--- src/common/sleep_pkg.sv ---
package sleep_pkg;

    // Mode select codes
    localparam logic [1:0] MODE_IDLE = 2'h0;
    localparam logic [1:0] MODE_STANDBY = 2'h1;
    localparam logic [1:0] MODE_POWER_DOWN = 2'h2;
    localparam logic [1:0] MODE_RESERVED = 2'h3;

    // Reset value of the controller state register
    localparam logic [3:0] STATE_RESET = 4'h1;

    // Controller states, one-hot
    typedef enum logic [3:0] {
        ST_ACTIVE = 4'h1,
        ST_IDLE = 4'h2,
        ST_STANDBY = 4'h4,
        ST_POWER_DOWN = 4'h8
    } sleep_state_t;

    // Control bits written by software
    typedef struct packed {
        logic sleep_enable_bit;
        logic [1:0] sleep_mode_select;
    } control_register_a_t;

    // Wake request inputs, each already qualified by its own enable
    typedef struct packed {
        logic pin_irq;
        logic pin_change_irq;
        logic two_wire_addr_match;
        logic uart_start_of_frame_irq;
        logic rtc_irq;
        logic timer_counter_b_irq;
        logic other_irq;
    } wake_sources_t;

    // Run-in-standby configuration for peripherals that can keep running
    typedef struct packed {
        logic uart;
        logic rtc;
        logic timer_counter_b;
        logic adc;
        logic other;
    } run_in_standby_bit_t;

    // Clock and enable outputs towards the clock controller and peripherals
    typedef struct packed {
        logic cpu_clock_run;
        logic uart_run;
        logic rtc_run;
        logic timer_counter_b_run;
        logic adc_run;
        logic other_per_run;
        logic periodic_interrupt_timer_run;
        logic watchdog_timer_run;
    } domain_run_t;

endpackage : sleep_pkg

--- src/verilog/sleep_controller_unit.sv ---
`timescale 1ns/1ps

// What this block does
// - One active mode, three sleep modes
// - Sleep needs enable bit plus sleep instruction
// - Interrupt wake returns active, resume after sleep
// - Any reset ends sleep
// - Reset in sleep restarts at reset vector
// - Register file, SRAM, peripherals keep contents
// - Debug break forces return to active
// - Run-time debugging leaves behaviour unchanged
// - No enabled interrupt means sleep until reset or debug break
// - Idle stops CPU, peripherals run, all wake
// - Standby peripherals follow run-in-standby bits
// - ADC may convert autonomously in standby
// - Standby wakes only on listed sources
// - Power-down keeps only watchdog and periodic timer
// - Power-down wakes on pin change, address match
// - Clocked from the peripheral clock
module sleep_controller_unit (
    input wire logic clk,
    input wire logic arst_n,
    input sleep_pkg::control_register_a_t control_register_a,
    input wire logic sleep_instr,
    input wire logic debug_break,
    input sleep_pkg::wake_sources_t wake_sources,
    input sleep_pkg::run_in_standby_bit_t run_in_standby_bit,
    output logic sleeping,
    output logic wake_pulse,
    output logic [1:0] active_mode,
    output sleep_pkg::domain_run_t domain_run
);

    // Decodes the mode select field; the reserved code falls back to Idle
    function automatic sleep_pkg::sleep_state_t mode_to_state(input logic [1:0] sel);
        sleep_pkg::sleep_state_t st;
        st = sleep_pkg::ST_IDLE;
        unique case (sel)
            sleep_pkg::MODE_IDLE: st = sleep_pkg::ST_IDLE;
            sleep_pkg::MODE_STANDBY: st = sleep_pkg::ST_STANDBY;
            sleep_pkg::MODE_POWER_DOWN: st = sleep_pkg::ST_POWER_DOWN;
            sleep_pkg::MODE_RESERVED: st = sleep_pkg::ST_IDLE;
        endcase
        return st;
    endfunction : mode_to_state

    // Maps a state back to the mode code it reports
    function automatic logic [1:0] state_to_mode(input sleep_pkg::sleep_state_t st);
        logic [1:0] m;
        m = sleep_pkg::MODE_IDLE;
        unique case (st)
            sleep_pkg::ST_STANDBY: m = sleep_pkg::MODE_STANDBY;
            sleep_pkg::ST_POWER_DOWN: m = sleep_pkg::MODE_POWER_DOWN;
            default: m = sleep_pkg::MODE_IDLE;
        endcase
        return m;
    endfunction : state_to_mode

    // Idle keeps every peripheral running, so any qualified source wakes
    function automatic logic idle_wake(
        input sleep_pkg::wake_sources_t src
    );
        logic hit;
        hit = 1'b0;
        hit = hit | src.pin_irq;
        hit = hit | src.pin_change_irq;
        hit = hit | src.two_wire_addr_match;
        hit = hit | src.uart_start_of_frame_irq;
        hit = hit | src.rtc_irq;
        hit = hit | src.timer_counter_b_irq;
        hit = hit | src.other_irq;
        return hit;
    endfunction : idle_wake

    // Standby wakes only on the listed sources; uart and rtc need their run bit
    function automatic logic standby_wake(
        input sleep_pkg::wake_sources_t src,
        input sleep_pkg::run_in_standby_bit_t rsb
    );
        logic hit;
        logic uart_hit;
        logic rtc_hit;
        uart_hit = src.uart_start_of_frame_irq & rsb.uart;
        rtc_hit = src.rtc_irq & rsb.rtc;
        hit = 1'b0;
        hit = hit | src.pin_irq;
        hit = hit | src.pin_change_irq;
        hit = hit | src.two_wire_addr_match;
        hit = hit | src.timer_counter_b_irq;
        hit = hit | uart_hit;
        hit = hit | rtc_hit;
        return hit;
    endfunction : standby_wake

    // Power-down wakes only on a pin change or an address match
    function automatic logic power_down_wake(
        input sleep_pkg::wake_sources_t src
    );
        logic hit;
        hit = 1'b0;
        hit = hit | src.pin_change_irq;
        hit = hit | src.two_wire_addr_match;
        return hit;
    endfunction : power_down_wake

    // Everything runs while code executes
    function automatic sleep_pkg::domain_run_t active_domains();
        sleep_pkg::domain_run_t dr;
        dr.cpu_clock_run = 1'b1;
        dr.uart_run = 1'b1;
        dr.rtc_run = 1'b1;
        dr.timer_counter_b_run = 1'b1;
        dr.adc_run = 1'b1;
        dr.other_per_run = 1'b1;
        // Watchdog and periodic timer never stop
        dr.periodic_interrupt_timer_run = 1'b1;
        dr.watchdog_timer_run = 1'b1;
        return dr;
    endfunction : active_domains

    // Idle stops only the CPU clock
    function automatic sleep_pkg::domain_run_t idle_domains();
        sleep_pkg::domain_run_t dr;
        dr.cpu_clock_run = 1'b0;
        dr.uart_run = 1'b1;
        dr.rtc_run = 1'b1;
        dr.timer_counter_b_run = 1'b1;
        dr.adc_run = 1'b1;
        dr.other_per_run = 1'b1;
        // Watchdog and periodic timer never stop
        dr.periodic_interrupt_timer_run = 1'b1;
        dr.watchdog_timer_run = 1'b1;
        return dr;
    endfunction : idle_domains

    // Standby peripherals follow their own run bits; the ADC may convert alone
    function automatic sleep_pkg::domain_run_t standby_domains(
        input sleep_pkg::run_in_standby_bit_t rsb
    );
        sleep_pkg::domain_run_t dr;
        dr.cpu_clock_run = 1'b0;
        dr.uart_run = rsb.uart;
        dr.rtc_run = rsb.rtc;
        dr.timer_counter_b_run = rsb.timer_counter_b;
        dr.adc_run = rsb.adc;
        dr.other_per_run = rsb.other;
        // Watchdog and periodic timer never stop
        dr.periodic_interrupt_timer_run = 1'b1;
        dr.watchdog_timer_run = 1'b1;
        return dr;
    endfunction : standby_domains

    // Power-down keeps only the watchdog and the periodic timer
    function automatic sleep_pkg::domain_run_t power_down_domains();
        sleep_pkg::domain_run_t dr;
        dr.cpu_clock_run = 1'b0;
        dr.uart_run = 1'b0;
        dr.rtc_run = 1'b0;
        dr.timer_counter_b_run = 1'b0;
        dr.adc_run = 1'b0;
        dr.other_per_run = 1'b0;
        // Watchdog and periodic timer never stop
        dr.periodic_interrupt_timer_run = 1'b1;
        dr.watchdog_timer_run = 1'b1;
        return dr;
    endfunction : power_down_domains

    // Controller state and its next value
    sleep_pkg::sleep_state_t state_q;
    sleep_pkg::sleep_state_t state_d;

    // One-cycle wake pulse
    logic wake_q;
    logic wake_d;

    // Reported mode code
    logic [1:0] mode_q;
    logic [1:0] mode_d;

    // Domain run enables
    sleep_pkg::domain_run_t run_q;
    sleep_pkg::domain_run_t run_d;

    // Decoded requests for this cycle
    logic wake_now;
    logic sleep_take;
    logic exit_take;

    // Wake qualification per sleep mode
    always_comb begin
        wake_now = 1'b0;
        unique case (state_q)
            sleep_pkg::ST_ACTIVE: begin
                wake_now = 1'b0;
            end
            sleep_pkg::ST_IDLE: begin
                wake_now = idle_wake(wake_sources);
            end
            sleep_pkg::ST_STANDBY: begin
                wake_now = standby_wake(wake_sources, run_in_standby_bit);
            end
            sleep_pkg::ST_POWER_DOWN: begin
                wake_now = power_down_wake(wake_sources);
            end
        endcase
    end

    // Sleep is taken only with the enable set
    assign sleep_take = sleep_instr & control_register_a.sleep_enable_bit;

    // A qualified wake source or a debug break ends any sleep mode
    assign exit_take = wake_now | debug_break;

    // State transitions; a debug break wakes any sleep mode
    always_comb begin
        state_d = state_q;
        wake_d = 1'b0;
        unique case (state_q)
            sleep_pkg::ST_ACTIVE: begin
                if (sleep_take) begin
                    state_d = mode_to_state(control_register_a.sleep_mode_select);
                end else begin
                    state_d = sleep_pkg::ST_ACTIVE; // Enable clear does nothing
                end
            end
            sleep_pkg::ST_IDLE: begin
                if (exit_take) begin
                    state_d = sleep_pkg::ST_ACTIVE;
                    wake_d = 1'b1;
                end
            end
            sleep_pkg::ST_STANDBY: begin
                if (exit_take) begin
                    state_d = sleep_pkg::ST_ACTIVE;
                    wake_d = 1'b1;
                end
            end
            sleep_pkg::ST_POWER_DOWN: begin
                // Without any enabled wake source only reset or a debug break leaves here
                if (exit_take) begin
                    state_d = sleep_pkg::ST_ACTIVE;
                    wake_d = 1'b1;
                end
            end
        endcase
    end

    // Controller state; reset always lands in active mode
    always_ff @(posedge clk or negedge arst_n) begin
        if (!arst_n) begin
            state_q <= sleep_pkg::sleep_state_t'(sleep_pkg::STATE_RESET);
            wake_q <= 1'b0;
        end else begin
            state_q <= state_d;
            wake_q <= wake_d;
        end
    end

    // Domain run enables from the next state; only clocks gate, no state is cleared
    always_comb begin
        run_d = active_domains();
        unique case (state_d)
            sleep_pkg::ST_ACTIVE: begin
                run_d = active_domains();
            end
            sleep_pkg::ST_IDLE: begin
                run_d = idle_domains();
            end
            sleep_pkg::ST_STANDBY: begin
                run_d = standby_domains(run_in_standby_bit);
            end
            sleep_pkg::ST_POWER_DOWN: begin
                run_d = power_down_domains();
            end
        endcase
    end

    // Reported mode code follows the next state
    always_comb begin
        mode_d = state_to_mode(state_d);
    end

    // Registered outputs; gating clocks keeps contents intact
    always_ff @(posedge clk or negedge arst_n) begin
        if (!arst_n) begin
            run_q <= '1;
            mode_q <= sleep_pkg::MODE_IDLE;
        end else begin
            run_q <= run_d;
            mode_q <= mode_d;
        end
    end

    // Debug without a break never touches the state path
    assign sleeping = (state_q != sleep_pkg::ST_ACTIVE);
    assign wake_pulse = wake_q;
    assign active_mode = mode_q;
    assign domain_run = run_q;

endmodule : sleep_controller_unit
--- config.mk ---
export PLATFORM = sky130hd
export DESIGN_NAME = sleep_controller_unit
export DESIGN_NICKNAME = d
export VERILOG_FILES = /design/src/common/sleep_pkg.sv /design/src/verilog/sleep_controller_unit.sv
export SDC_FILE = /design/constraint.sdc
export NUM_CORES = 1
export LEC_CHECK = 0
export BUFFER_PORTS_ARGS = -buffer_cell sky130_fd_sc_hd__buf_4
export CAP_MARGIN = 0
export CORE_MARGIN = 2
export CORE_UTILIZATION = 41
export CTS_CLUSTER_DIAMETER = 100
export CTS_CLUSTER_SIZE = 28
export DETAILED_ROUTE_END_ITERATION = 10
export PLACE_DENSITY = 0.73
export REMOVE_ABC_BUFFERS = 1
export SYNTH_ARGS = -nofsm -noshare
export SYNTH_HDL_FRONTEND = slang
export SYNTH_SLANG_ARGS = --single-unit
export TNS_END_PERCENT = 100
--- constraint.sdc ---
create_clock -name clk -period 2 [get_ports clk]
set_input_delay 0.4 -clock clk [delete_from_list [all_inputs] [get_ports clk]]
set_output_delay 0.4 -clock clk [all_outputs]
set_load 0.02 [all_outputs]
# After elaboration in Yosys (flattened, before gate mapping)
# Index checks and enable logic that the tools add are counted.
word_totals:
  regBits: 15
  latch_bits: 0
  ram_bits: 0
  mem_bits_ro: 0
  inputBits: 19
  output_inout_bits: 12
  wordCells: 49
  memories: 0
classes:
  n_addsub: 0
  multipliers: 0
  div_mod_pow: 0
  order_cmp: 0
  n_eq_ne: 12
  shifts: 0
  n_mux: 9
  bitwise: 14
  reduce_logical: 3
ops:
  columns: ["operator", "count"]
  rows:
  - ["case mux 8 bit (4 select lines)", 1]
  - ["case mux 4 bit (3 select lines)", 1]
  - ["bitwise OR 1 bit", 11]
  - ["== test 4 x 1 -> 1 bit (second input constant)", 2]
  - ["== test 4 x 2 -> 1 bit (second input constant)", 2]
  - ["== test 4 x 3 -> 1 bit (second input constant)", 2]
  - ["== test 4 bit (second input constant)", 2]
  - ["two-way mux 4 bit", 2]
  - ["case mux 4 bit (2 select lines)", 1]
  - ["== test 2 bit (second input constant)", 2]
  - ["!= test 4 x 1 -> 1 bit (second input constant)", 1]
  - ["case mux 1 bit (4 select lines)", 1]
  - ["case mux 2 bit (2 select lines)", 1]
  - ["bitwise AND 1 bit", 3]
  - ["OR reduction 3 bit", 1]
  - ["== test 2 x 1 -> 1 bit (second input constant)", 1]
  - ["zero test 2 bit", 1]
  - ["two-way mux 1 bit", 2]
  - ["OR reduction 2 bit", 1]

# Longest topological paths before layout
# Gate-level depths: netlist of the first run.
logic_depth:
  word_depth: 12
  depth_mapped: 7
  depth_no_buf: 7

# Worst setup path before layout of the first run
# Ideal clock, no wire load.
synth_timing:
  path_type: "reg-to-reg"
  start: "reg state_q[1]"
  end: "reg run_q (netlist bit domain_run[2])"
  setup_time_ns: 0.106
  t_arrival_ns: 1.859
  required_time_ns: 1.894
  setup_slack_ns: 0.034
  path_stages_with_launch: 6
  path_buffers: 0
  period_less_slack_ns: 1.966
  path_cell_list: "dfrtp_1 -> or4b_4 -> or4_4 -> a211o_1 -> o21ai_0 -> nand3_1"
synth_rtl:
  columns: ["item", "line", "source"]
  rows:
  - ["start, declared", "sleep_controller_unit.sv:169", "sleep_pkg::sleep_state_t state_q;"]
  - ["start signal, assigned", "sleep_controller_unit.sv:251", "state_q <= sleep_pkg::sleep_state_t'(sleep_pkg::STATE_RESET);"]
  - ["start signal, assigned", "sleep_controller_unit.sv:254", "state_q <= state_d;"]
  - ["end signal, assigned", "sleep_controller_unit.sv:289", "run_q <= run_d;"]
  - ["end, declared", "sleep_controller_unit.sv:181", "sleep_pkg::domain_run_t run_q;"]

==> results.py, run 1 <==
metrics = {
    "power": {
        "p_int_uw": 416,
        "p_per_area_nw_per_um2": 506,
        "p_leak_uw": 0.000523,
        "netSwitchingFraction": 0.254,
        "p_switching_uw": 141,
        "pwr-share-clk": 0.275,
        "p_seq_frac": 0.500,
        "comb_power_share": 0.224,
        "vdd_drop_max_v": 0.000223,
    },
    "critical_path": {
        "cp-start-kind": "flip-flop",
        "timing.rr.start": "state_q[1]",
        "critPathBufInv": 0,
        "crit_type": "flip-flop to flip-flop",
        "end_kind": "flip-flop",
        "worstPathCellList": "or4b_4 > or4_4 > a211o_4 > o21ai_1 > nand3_1",
        "cp-endpoint": "domain_run[4]",
        "cpMaxStageDelayCell": "or4b_4",
        "reg2reg_depth": 5,
        "reg2reg_to": "domain_run[4]",
        "cp.arrival_ns": 2.25,
        "r2r_setup_slack_ns": -0.06,
        "required_ns": 2.19,
        "worstSetupStartpoint": "state_q[1]",
        "cp_num_cells": 5,
        "max_stage_delay_ns": 0.55,
        "path_delay_family": "simple AND/OR/NAND/NOR gates",
        "worstPathMaxFanout": 7,
    },
    "floorplan": {
        "start_util": 0.425,
        "dieArea_um2": 2100,
        "ios": 31,
        "die_x_um": 45.9,
        "core_area_um2": 1690,
        "num_rows": 15,
        "fp.dieH_um": 45.9,
    },
    "clock_tree": {
        "clock_sinks": 13,
        "htree_num_levels": 1,
        "cts_made_buffers": 3,
        "cts_max_path_buffers": 2,
        "clock_latency_ns": 0.27,
        "clockRootBuffer": "clkbuf_4",
        "cts_tree": "yes",
        "clkTransAtPathRegs_ns": 0.07,
    },
    "yosys": {
        "ys_top_cells_by_area": "dfstp_2 26%, dfrtp_1 21%, nand3_1 5.6%, o21ai_0 4.2%, ha_1 3.5%",
        "syn-cell-area_um2": 718,
        "synth_seq_cells": 13,
        "async_flop_share": 1.00,
        "synth_top_area_frac": 0.256,
        "synth_ff_type": "dfstp_2",
        "synth_common_cells": "8 x nand3_1, 7 x dfstp_2, 6 x dfrtp_1, 6 x o21ai_0, 5 x inv_1",
        "yosysTopAreaCell": "dfstp_2",
        "syn_avg_cell_area_um2": 10.6,
        "synth_most_common_cell": "nand3_1",
        "ys_warn_count": 0,
        "synth_cell_types": 30,
        "synth-seq-area-share": 0.465,
        "synthCells": 68,
        "synth-edff-count": 0,
    },
    "routing": {
        "wl_per_cell_um": 13.4,
        "drt_pass1_iterations": 4,
        "num_vias": 701,
        "drc_errors": 0,
        "drtIter0Drc": 12,
        "vias_per_cell": 5.48,
        "antenna_left": 0,
        "routed_wl_um": 1720,
    },
    "timing": {
        "slew_headroom": 0.663,
        "fmax_mhz": 485,
        "slew_viol_final": 0,
        "min_period_ns": 2.06,
        "hold_viol": 0,
        "max_slew.worst_pin.slew_ns": 0.501,
        "fin_worst_hold_slack_ns": 0.378,
        "setup_viol": 7,
        "fin_crit_sh": 1.03,
        "setup_slack_ns": -0.0601,
        "fin_worst_skew_ns": 0.00317,
        "rsz0062_at_grt": "yes",
    },
    "place": {
        "portBuffers": 28,
        "dpl_cell_area_um2": 1010,
        "pre_cts_ws_ns": -0.103,
        "gp_congestion": 0.785,
        "hpwl_um": 1340,
    },
    "global_routing": {
        "antenna_found_initial": 0,
        "grt-ovfl-total": 0,
        "grt_start_max_net_pins": 14,
        "grt.total_usage": 0.175,
        "grt_pass1_vias": 600,
        "grt_pass1_wl_um": 2590,
    },
    "run_status": {
        "violations": "setup timing",
        "status": "finished with violations",
    },
    "final_layout": {
        "layout.nets": 133,
        "syn2layout_area_growth_pct": 53.3,
        "drive_above_1_share": 0.595,
        "diodes": 0,
        "stdcell_area_um2": 1100,
    },
    "job": {
        "cap_violations": 0,
    },
    "hold_path": {
        "hp-class": "input pin to flip-flop",
    },
}
## cells in the final DEF, fill, tap and decap left out, types with 3 or more instances in the layout
master	instances
buf_4	39
nand3_1	8
dfstp_2	7
dfrtp_1	6
inv_1	5
o21ai_0	3
nand2_1	3
clkbuf_4	3
## sequential cells by signal, summed over array words and instances (netlist names)
signal       flops
state_q          4
domain_run       6
active_mode      2
wake_pulse       1
## kinds of logic after synthesis
kind of cell,synth area share
compound gates,0.160
fa+ha+maj,0.0348
buf+inv,0.0470
flops,0.465
mux,0.0157
other cells,0.00522
simple gates,0.272
## worst min-delay path: stages
cell	delay, ns
buf_4	0.08
o21ai_2	0.05
nand3_1	0.08
## worst min path at each step
stage	from	endpoint	slack, ns	cells past startpoint
6_report	run_in_standby_bit[0]	domain_run[2]	0.38	3
4_1_cts	run_in_standby_bit[0]	domain_run[2]	0.37	3
3_5_place_dp	arst_n	wake_pulse	0.24	1
5_1_grt	run_in_standby_bit[0]	domain_run[2]	0.37	3
3_3_place_gp	arst_n	wake_pulse	0.24	1
2_1_floorplan	arst_n	active_mode[0]	0.10	0
## per-layer routing
metal	wire length, um	track usage
met2	905	0.300
met3	59	0.0238
met5	0	0
met4	0	0.0514
met1	756	0.228
## what timing repair did
| action | 4_1_cts | 5_1_grt |
|---|---|---|
| gates resized for setup | 6 | 4 |
| pin swaps | 4 | 2 |
| setup endpoints to repair | 6 | 8 |
| hold buffers | 1 | 0 |
| hold endpoints to repair | 6 | 0 |
| setup buffers | 1 | 0 |
## stage by stage
step	utilization	total power [uW]	instances	setup TNS, ns
final	0.652	557	128	-0.314
after global routing	0.652	587	128	-0.567
after CTS	0.641	560	128	-0.167
after detailed placement	0.600	397	122	-0.359
after global placement	0.600	394	122	-0.104
after floorplan	-	330	67	0
## power groups by stage
stage	logic (uW)	clock network, uW	registers [uW]
after detailed placement	114	0	283
after CTS	121	161	279
final	125	154	279
after global routing	136	172	280
after global placement	111	0	283
after floorplan	41.6	0	289
## layout make-up
type	count	area (um^2)
clock buffer	4	26.3
sequential	13	334
inverter	5	18.8
tap	17	21.3
fill	142	588
multi-input combinational	49	398
timing repair buffer	40	303
Power figures use the tool's default switching activity.
==> inputs of run 2 (changes only) <==
Settings changed: RECOVER_POWER from default to 25.
==> results.py, run 2 (synthesized netlist as in run 1, its figures left out) <==
metrics = {
    "timing": {
        "hold_viol": 0,
        "slew_viol_final": 0,
        "setup_viol": 7,
        "fin_crit_sh": 1.03,
        "slew_headroom": 0.587,
        "max_slew.worst_pin.slew_ns": 0.620,
        "setup_slack_ns": -0.0605,
        "fin_worst_skew_ns": 0.00322,
        "min_period_ns": 2.06,
        "rsz0062_at_grt": "yes",
        "fmax_mhz": 485,
    },
    "clock_tree": {
        "cts_max_path_buffers": 2,
        "clkTransAtPathRegs_ns": 0.07,
        "clock_sinks": 13,
        "cts_tree": "yes",
        "clock_latency_ns": 0.27,
        "cts_made_buffers": 3,
        "htree_num_levels": 1,
        "clockRootBuffer": "clkbuf_4",
    },
    "critical_path": {
        "worstSetupStartpoint": "state_q[1]",
        "cp.arrival_ns": 2.25,
        "end_kind": "flip-flop",
        "cp-endpoint": "domain_run[4]",
        "critPathBufInv": 0,
        "reg2reg_to": "domain_run[4]",
        "worstPathMaxFanout": 7,
        "reg2reg_depth": 5,
        "cp_num_cells": 5,
        "crit_type": "flip-flop to flip-flop",
        "timing.rr.start": "state_q[1]",
        "cp-start-kind": "flip-flop",
        "required_ns": 2.19,
        "cpMaxStageDelayCell": "or4b_4",
        "worstPathCellList": "or4b_4 > or4_4 > a211o_4 > o21ai_1 > nand3_1",
        "max_stage_delay_ns": 0.55,
        "r2r_setup_slack_ns": -0.06,
        "path_delay_family": "simple AND/OR/NAND/NOR gates",
    },
    "global_routing": {
        "grt_pass1_vias": 600,
        "grt-ovfl-total": 0,
        "met3_usage": 0.0238,
        "antenna_found_initial": 0,
        "grt.busiest_layer": "met2",
        "grt_start_max_net_pins": 14,
        "grt_pass1_wl_um": 2590,
        "grtUsageMet1": 0.228,
        "grt.total_usage": 0.175,
        "met2_usage": 0.300,
    },
    "routing": {
        "drc_errors": 0,
        "antenna_left": 0,
        "vias_per_cell": 5.45,
        "wl_per_cell_um": 13.4,
        "drtIter0Drc": 12,
        "num_vias": 698,
        "routed_wl_um": 1720,
        "drt_pass1_iterations": 4,
    },
    "final_layout": {
        "diodes": 0,
        "drive_above_1_share": 0.586,
        "stdcell_area_um2": 1100,
        "final_cell_mix": "38 x buf_4, 8 x nand3_1, 7 x dfstp_2",
        "layout.nets": 133,
        "final_common_cell": "buf_4",
        "syn2layout_area_growth_pct": 52.8,
        "fillers": 144,
        "largest_register_ff_count": 6,
    },
    "floorplan": {
        "fp.dieH_um": 45.9,
        "num_rows": 15,
        "core_area_um2": 1690,
        "start_util": 0.425,
        "die_x_um": 45.9,
        "dieArea_um2": 2100,
        "ios": 31,
    },
    "power": {
        "p_per_area_nw_per_um2": 507,
        "vdd_drop_max_v": 0.000223,
        "p_leak_uw": 0.000519,
    },
    "place": {
        "portBuffers": 28,
        "hpwl_um": 1340,
        "gp_congestion": 0.785,
        "pre_cts_ws_ns": -0.103,
        "dpl_cell_area_um2": 1010,
    },
    "job": {
        "cap_violations": 0,
    },
    "run_status": {
        "status": "finished with violations",
        "violations": "setup timing",
    },
    "hold_path": {
        "hp-start": "run_in_standby_bit[0]",
        "hp-class": "input pin to flip-flop",
    },
}
==> run 2: worst min-delay path by stage <==
stage                      to  depth (start not counted)
6_report        domain_run[2]                          3
5_1_grt         domain_run[2]                          3
4_1_cts         domain_run[2]                          3
3_5_place_dp       wake_pulse                          1
3_3_place_gp       wake_pulse                          1
2_1_floorplan  active_mode[0]                          0
==> run 2: final cells by class <==
type,count,area [um^2],area share
clock buffer,4,26.3,0.0239
timing repair buffer,40,299,0.273
inverter,5,18.8,0.0171
tap,17,21.3,0.0194
sequential,13,334,0.304
multi-input combinational,49,398,0.363
==> run 2: power by group <==
part	internal (uW)	switching [uW]	leakage, uW	total [uW]
Sequential	274	4.59	0.000156	279
Clock	77.1	76.4	0.0000150	154
Combinational	63.8	60.4	0.000348	124
==> run 2: repair_timing <==
item / CTS / global route
endpoints found under the hold margin: 6 / 0
pin swaps: 4 / 2
hold buffers: 1 / 0
endpoints found under the setup margin: 6 / 8
resized for setup: 6 / 4
setup buffers: 1 / 0
==> run 2: stage by stage <==
step                      hold slack, ns  power, uW   util  setup TNS (ns)  std cells
after CTS                          0.370        560  0.641          -0.167        128
after floorplan                    0.104        330      -               0         67
after global routing               0.367        586  0.650          -0.567        128
after detailed placement           0.244        397  0.600          -0.359        122
final                              0.378        557  0.650          -0.316        128
after global placement             0.243        394  0.600          -0.104        122
==> run 2: routing by layer <==
metal / up-vias / part of all wire
met5: - / 0
li1: 341 / -
met1: 337 / 0.44
met4: 0 / 0
met2: 20 / 0.53
met3: 0 / 0.033
==> run 2: worst register-to-register path: stages (launching register included) <==
cell and delay [ns]:
dfrtp_1 0.41, or4b_4 0.55, or4_4 0.45, a211o_4 0.38, o21ai_1 0.09, nand3_1 0.10
==> inputs of run 3 (changes only) <==
Settings changed: MAX_ROUTING_LAYER from default to met4, SETUP_SLACK_MARGIN from default to 0.2.
==> results.py, run 3 (synthesized netlist as in run 1, its figures left out) <==
metrics = {
    "final_layout": {
        "final_common_cell": "buf_4",
        "drive_above_1_share": 0.607,
        "fillers": 134,
        "fin_util": 0.667,
        "syn2layout_area_growth_pct": 57.0,
        "stdcell_area_um2": 1130,
        "multi_input_area_um2": 414,
        "final_cell_mix": "38 x buf_4, 7 x nand3_1, 7 x dfstp_2",
        "diodes": 0,
        "largest_register_ff_count": 6,
        "seq_area_um2": 334,
        "layout.nets": 134,
    },
    "critical_path": {
        "cpMaxStageDelayCell": "or4b_4",
        "worstPathMaxFanout": 7,
        "worstPathCellList": "or4b_4 > or4_4 > a211o_4 > o21ai_1 > nand3_1",
        "cp_num_cells": 5,
        "reg2reg_depth": 5,
        "end_kind": "flip-flop",
        "cp.arrival_ns": 2.24,
        "cp-start-kind": "flip-flop",
        "required_ns": 2.19,
        "path_delay_family": "simple AND/OR/NAND/NOR gates",
        "crit_type": "flip-flop to flip-flop",
        "critPathBufInv": 0,
        "max_stage_delay_ns": 0.54,
    },
    "timing": {
        "slew_headroom": 0.587,
        "fmax_mhz": 488,
        "min_period_ns": 2.05,
        "setup_slack_ns": -0.0511,
        "rsz0062_at_grt": "yes",
        "fin_crit_sh": 1.03,
        "max_slew.worst_pin.slew_ns": 0.620,
        "finalSetupTns_ns": -0.251,
        "setup_viol": 7,
        "fin_worst_hold_slack_ns": 0.379,
        "slew_viol_final": 0,
        "fin_worst_skew_ns": 0.00612,
        "hold_viol": 0,
    },
    "clock_tree": {
        "htree_num_levels": 1,
        "cts_max_path_buffers": 2,
        "cts_tree": "yes",
        "cts_made_buffers": 3,
        "clockRootBuffer": "clkbuf_4",
        "clock_sinks": 13,
        "clock_latency_ns": 0.27,
        "clkTransAtPathRegs_ns": 0.08,
    },
    "place": {
        "dpl_cell_area_um2": 1010,
        "pre_cts_ws_ns": -0.103,
        "hpwl_um": 1340,
        "gp_congestion": 0.796,
        "portBuffers": 28,
    },
    "floorplan": {
        "die_x_um": 45.9,
        "ios": 31,
        "num_rows": 15,
        "core_area_um2": 1690,
        "start_util": 0.425,
        "fp.dieH_um": 45.9,
        "dieArea_um2": 2100,
    },
    "hold_path": {
        "hp-class": "input pin to flip-flop",
        "min_path_cells": 3,
    },
    "global_routing": {
        "grt.busiest_layer": "met2",
        "antenna_found_initial": 0,
        "grt_start_max_net_pins": 14,
        "grt.total_usage": 0.181,
        "met2_usage": 0.303,
        "grt-ovfl-total": 0,
        "grt_pass1_wl_um": 2600,
        "grt_pass1_vias": 610,
        "grtUsageMet1": 0.220,
        "met3_usage": 0.0278,
    },
    "routing": {
        "wl_per_cell_um": 13.4,
        "drtIter0Drc": 9,
        "drt_pass1_iterations": 4,
        "num_vias": 698,
        "vias_per_cell": 5.41,
        "drc_errors": 0,
        "routed_wl_um": 1720,
        "antenna_left": 0,
    },
    "power": {
        "p_leak_uw": 0.000535,
        "vdd_drop_max_v": 0.000223,
        "p_per_area_nw_per_um2": 502,
    },
    "run_status": {
        "violations": "setup timing",
        "status": "finished with violations",
    },
    "job": {
        "cap_violations": 0,
    },
}
-- run 3: cell type report --
class / count / share of cell area
Sequential cell: 13 / 0.296
Multi-Input combinational cell: 49 / 0.367
Clock buffer: 4 / 0.0233
Tap cell: 17 / 0.0189
Timing Repair Buffer: 41 / 0.275
Inverter: 5 / 0.0189
-- run 3: through the flow --
stage	total power, uW	instances
after floorplan	330	67
after global placement	394	122
after detailed placement	397	122
after CTS	563	128
after global routing	595	129
final	566	129
-- run 3: tightest hold or removal path, cell delays in order --
cell and delay [ns]:
buf_4 0.08, o21ai_2 0.05, nand3_1 0.08
-- run 3: worst paths after layout --
path | from | to | slack, ns
setup / recovery | state_q[1] | domain_run[3] | -0.05
hold / removal | run_in_standby_bit[0] | domain_run[2] | 0.38
setup reg to reg | state_q[1] | domain_run[3] | -0.05
hold reg to reg | state_q[2] | wake_pulse | 0.83
max in group asynchronous | arst_n | active_mode[0] | 0.95
min in group asynchronous | arst_n | wake_pulse | 0.65
-- run 3: routing by layer --
metal | up-vias | wire (um)
met4 | 0 | 8
met3 | 2 | 65
li1 | 340 | -
met1 | 332 | 761
met2 | 24 | 888
met5 | - | 0
-- run 3: repair_timing --
action,CTS,global route
pin swaps,5,4
setup buffers,1,1
gates resized for setup,10,6
setup endpoints to repair,9,10
hold buffers,1,0
endpoints found under the hold margin,6,0
-- run 3: where the power goes --
group,switching [uW],total (uW),internal [uW]
clock network,78.8,156,77.2
logic,63.3,131,68.1
registers,4.91,279,274
total,147,566,419
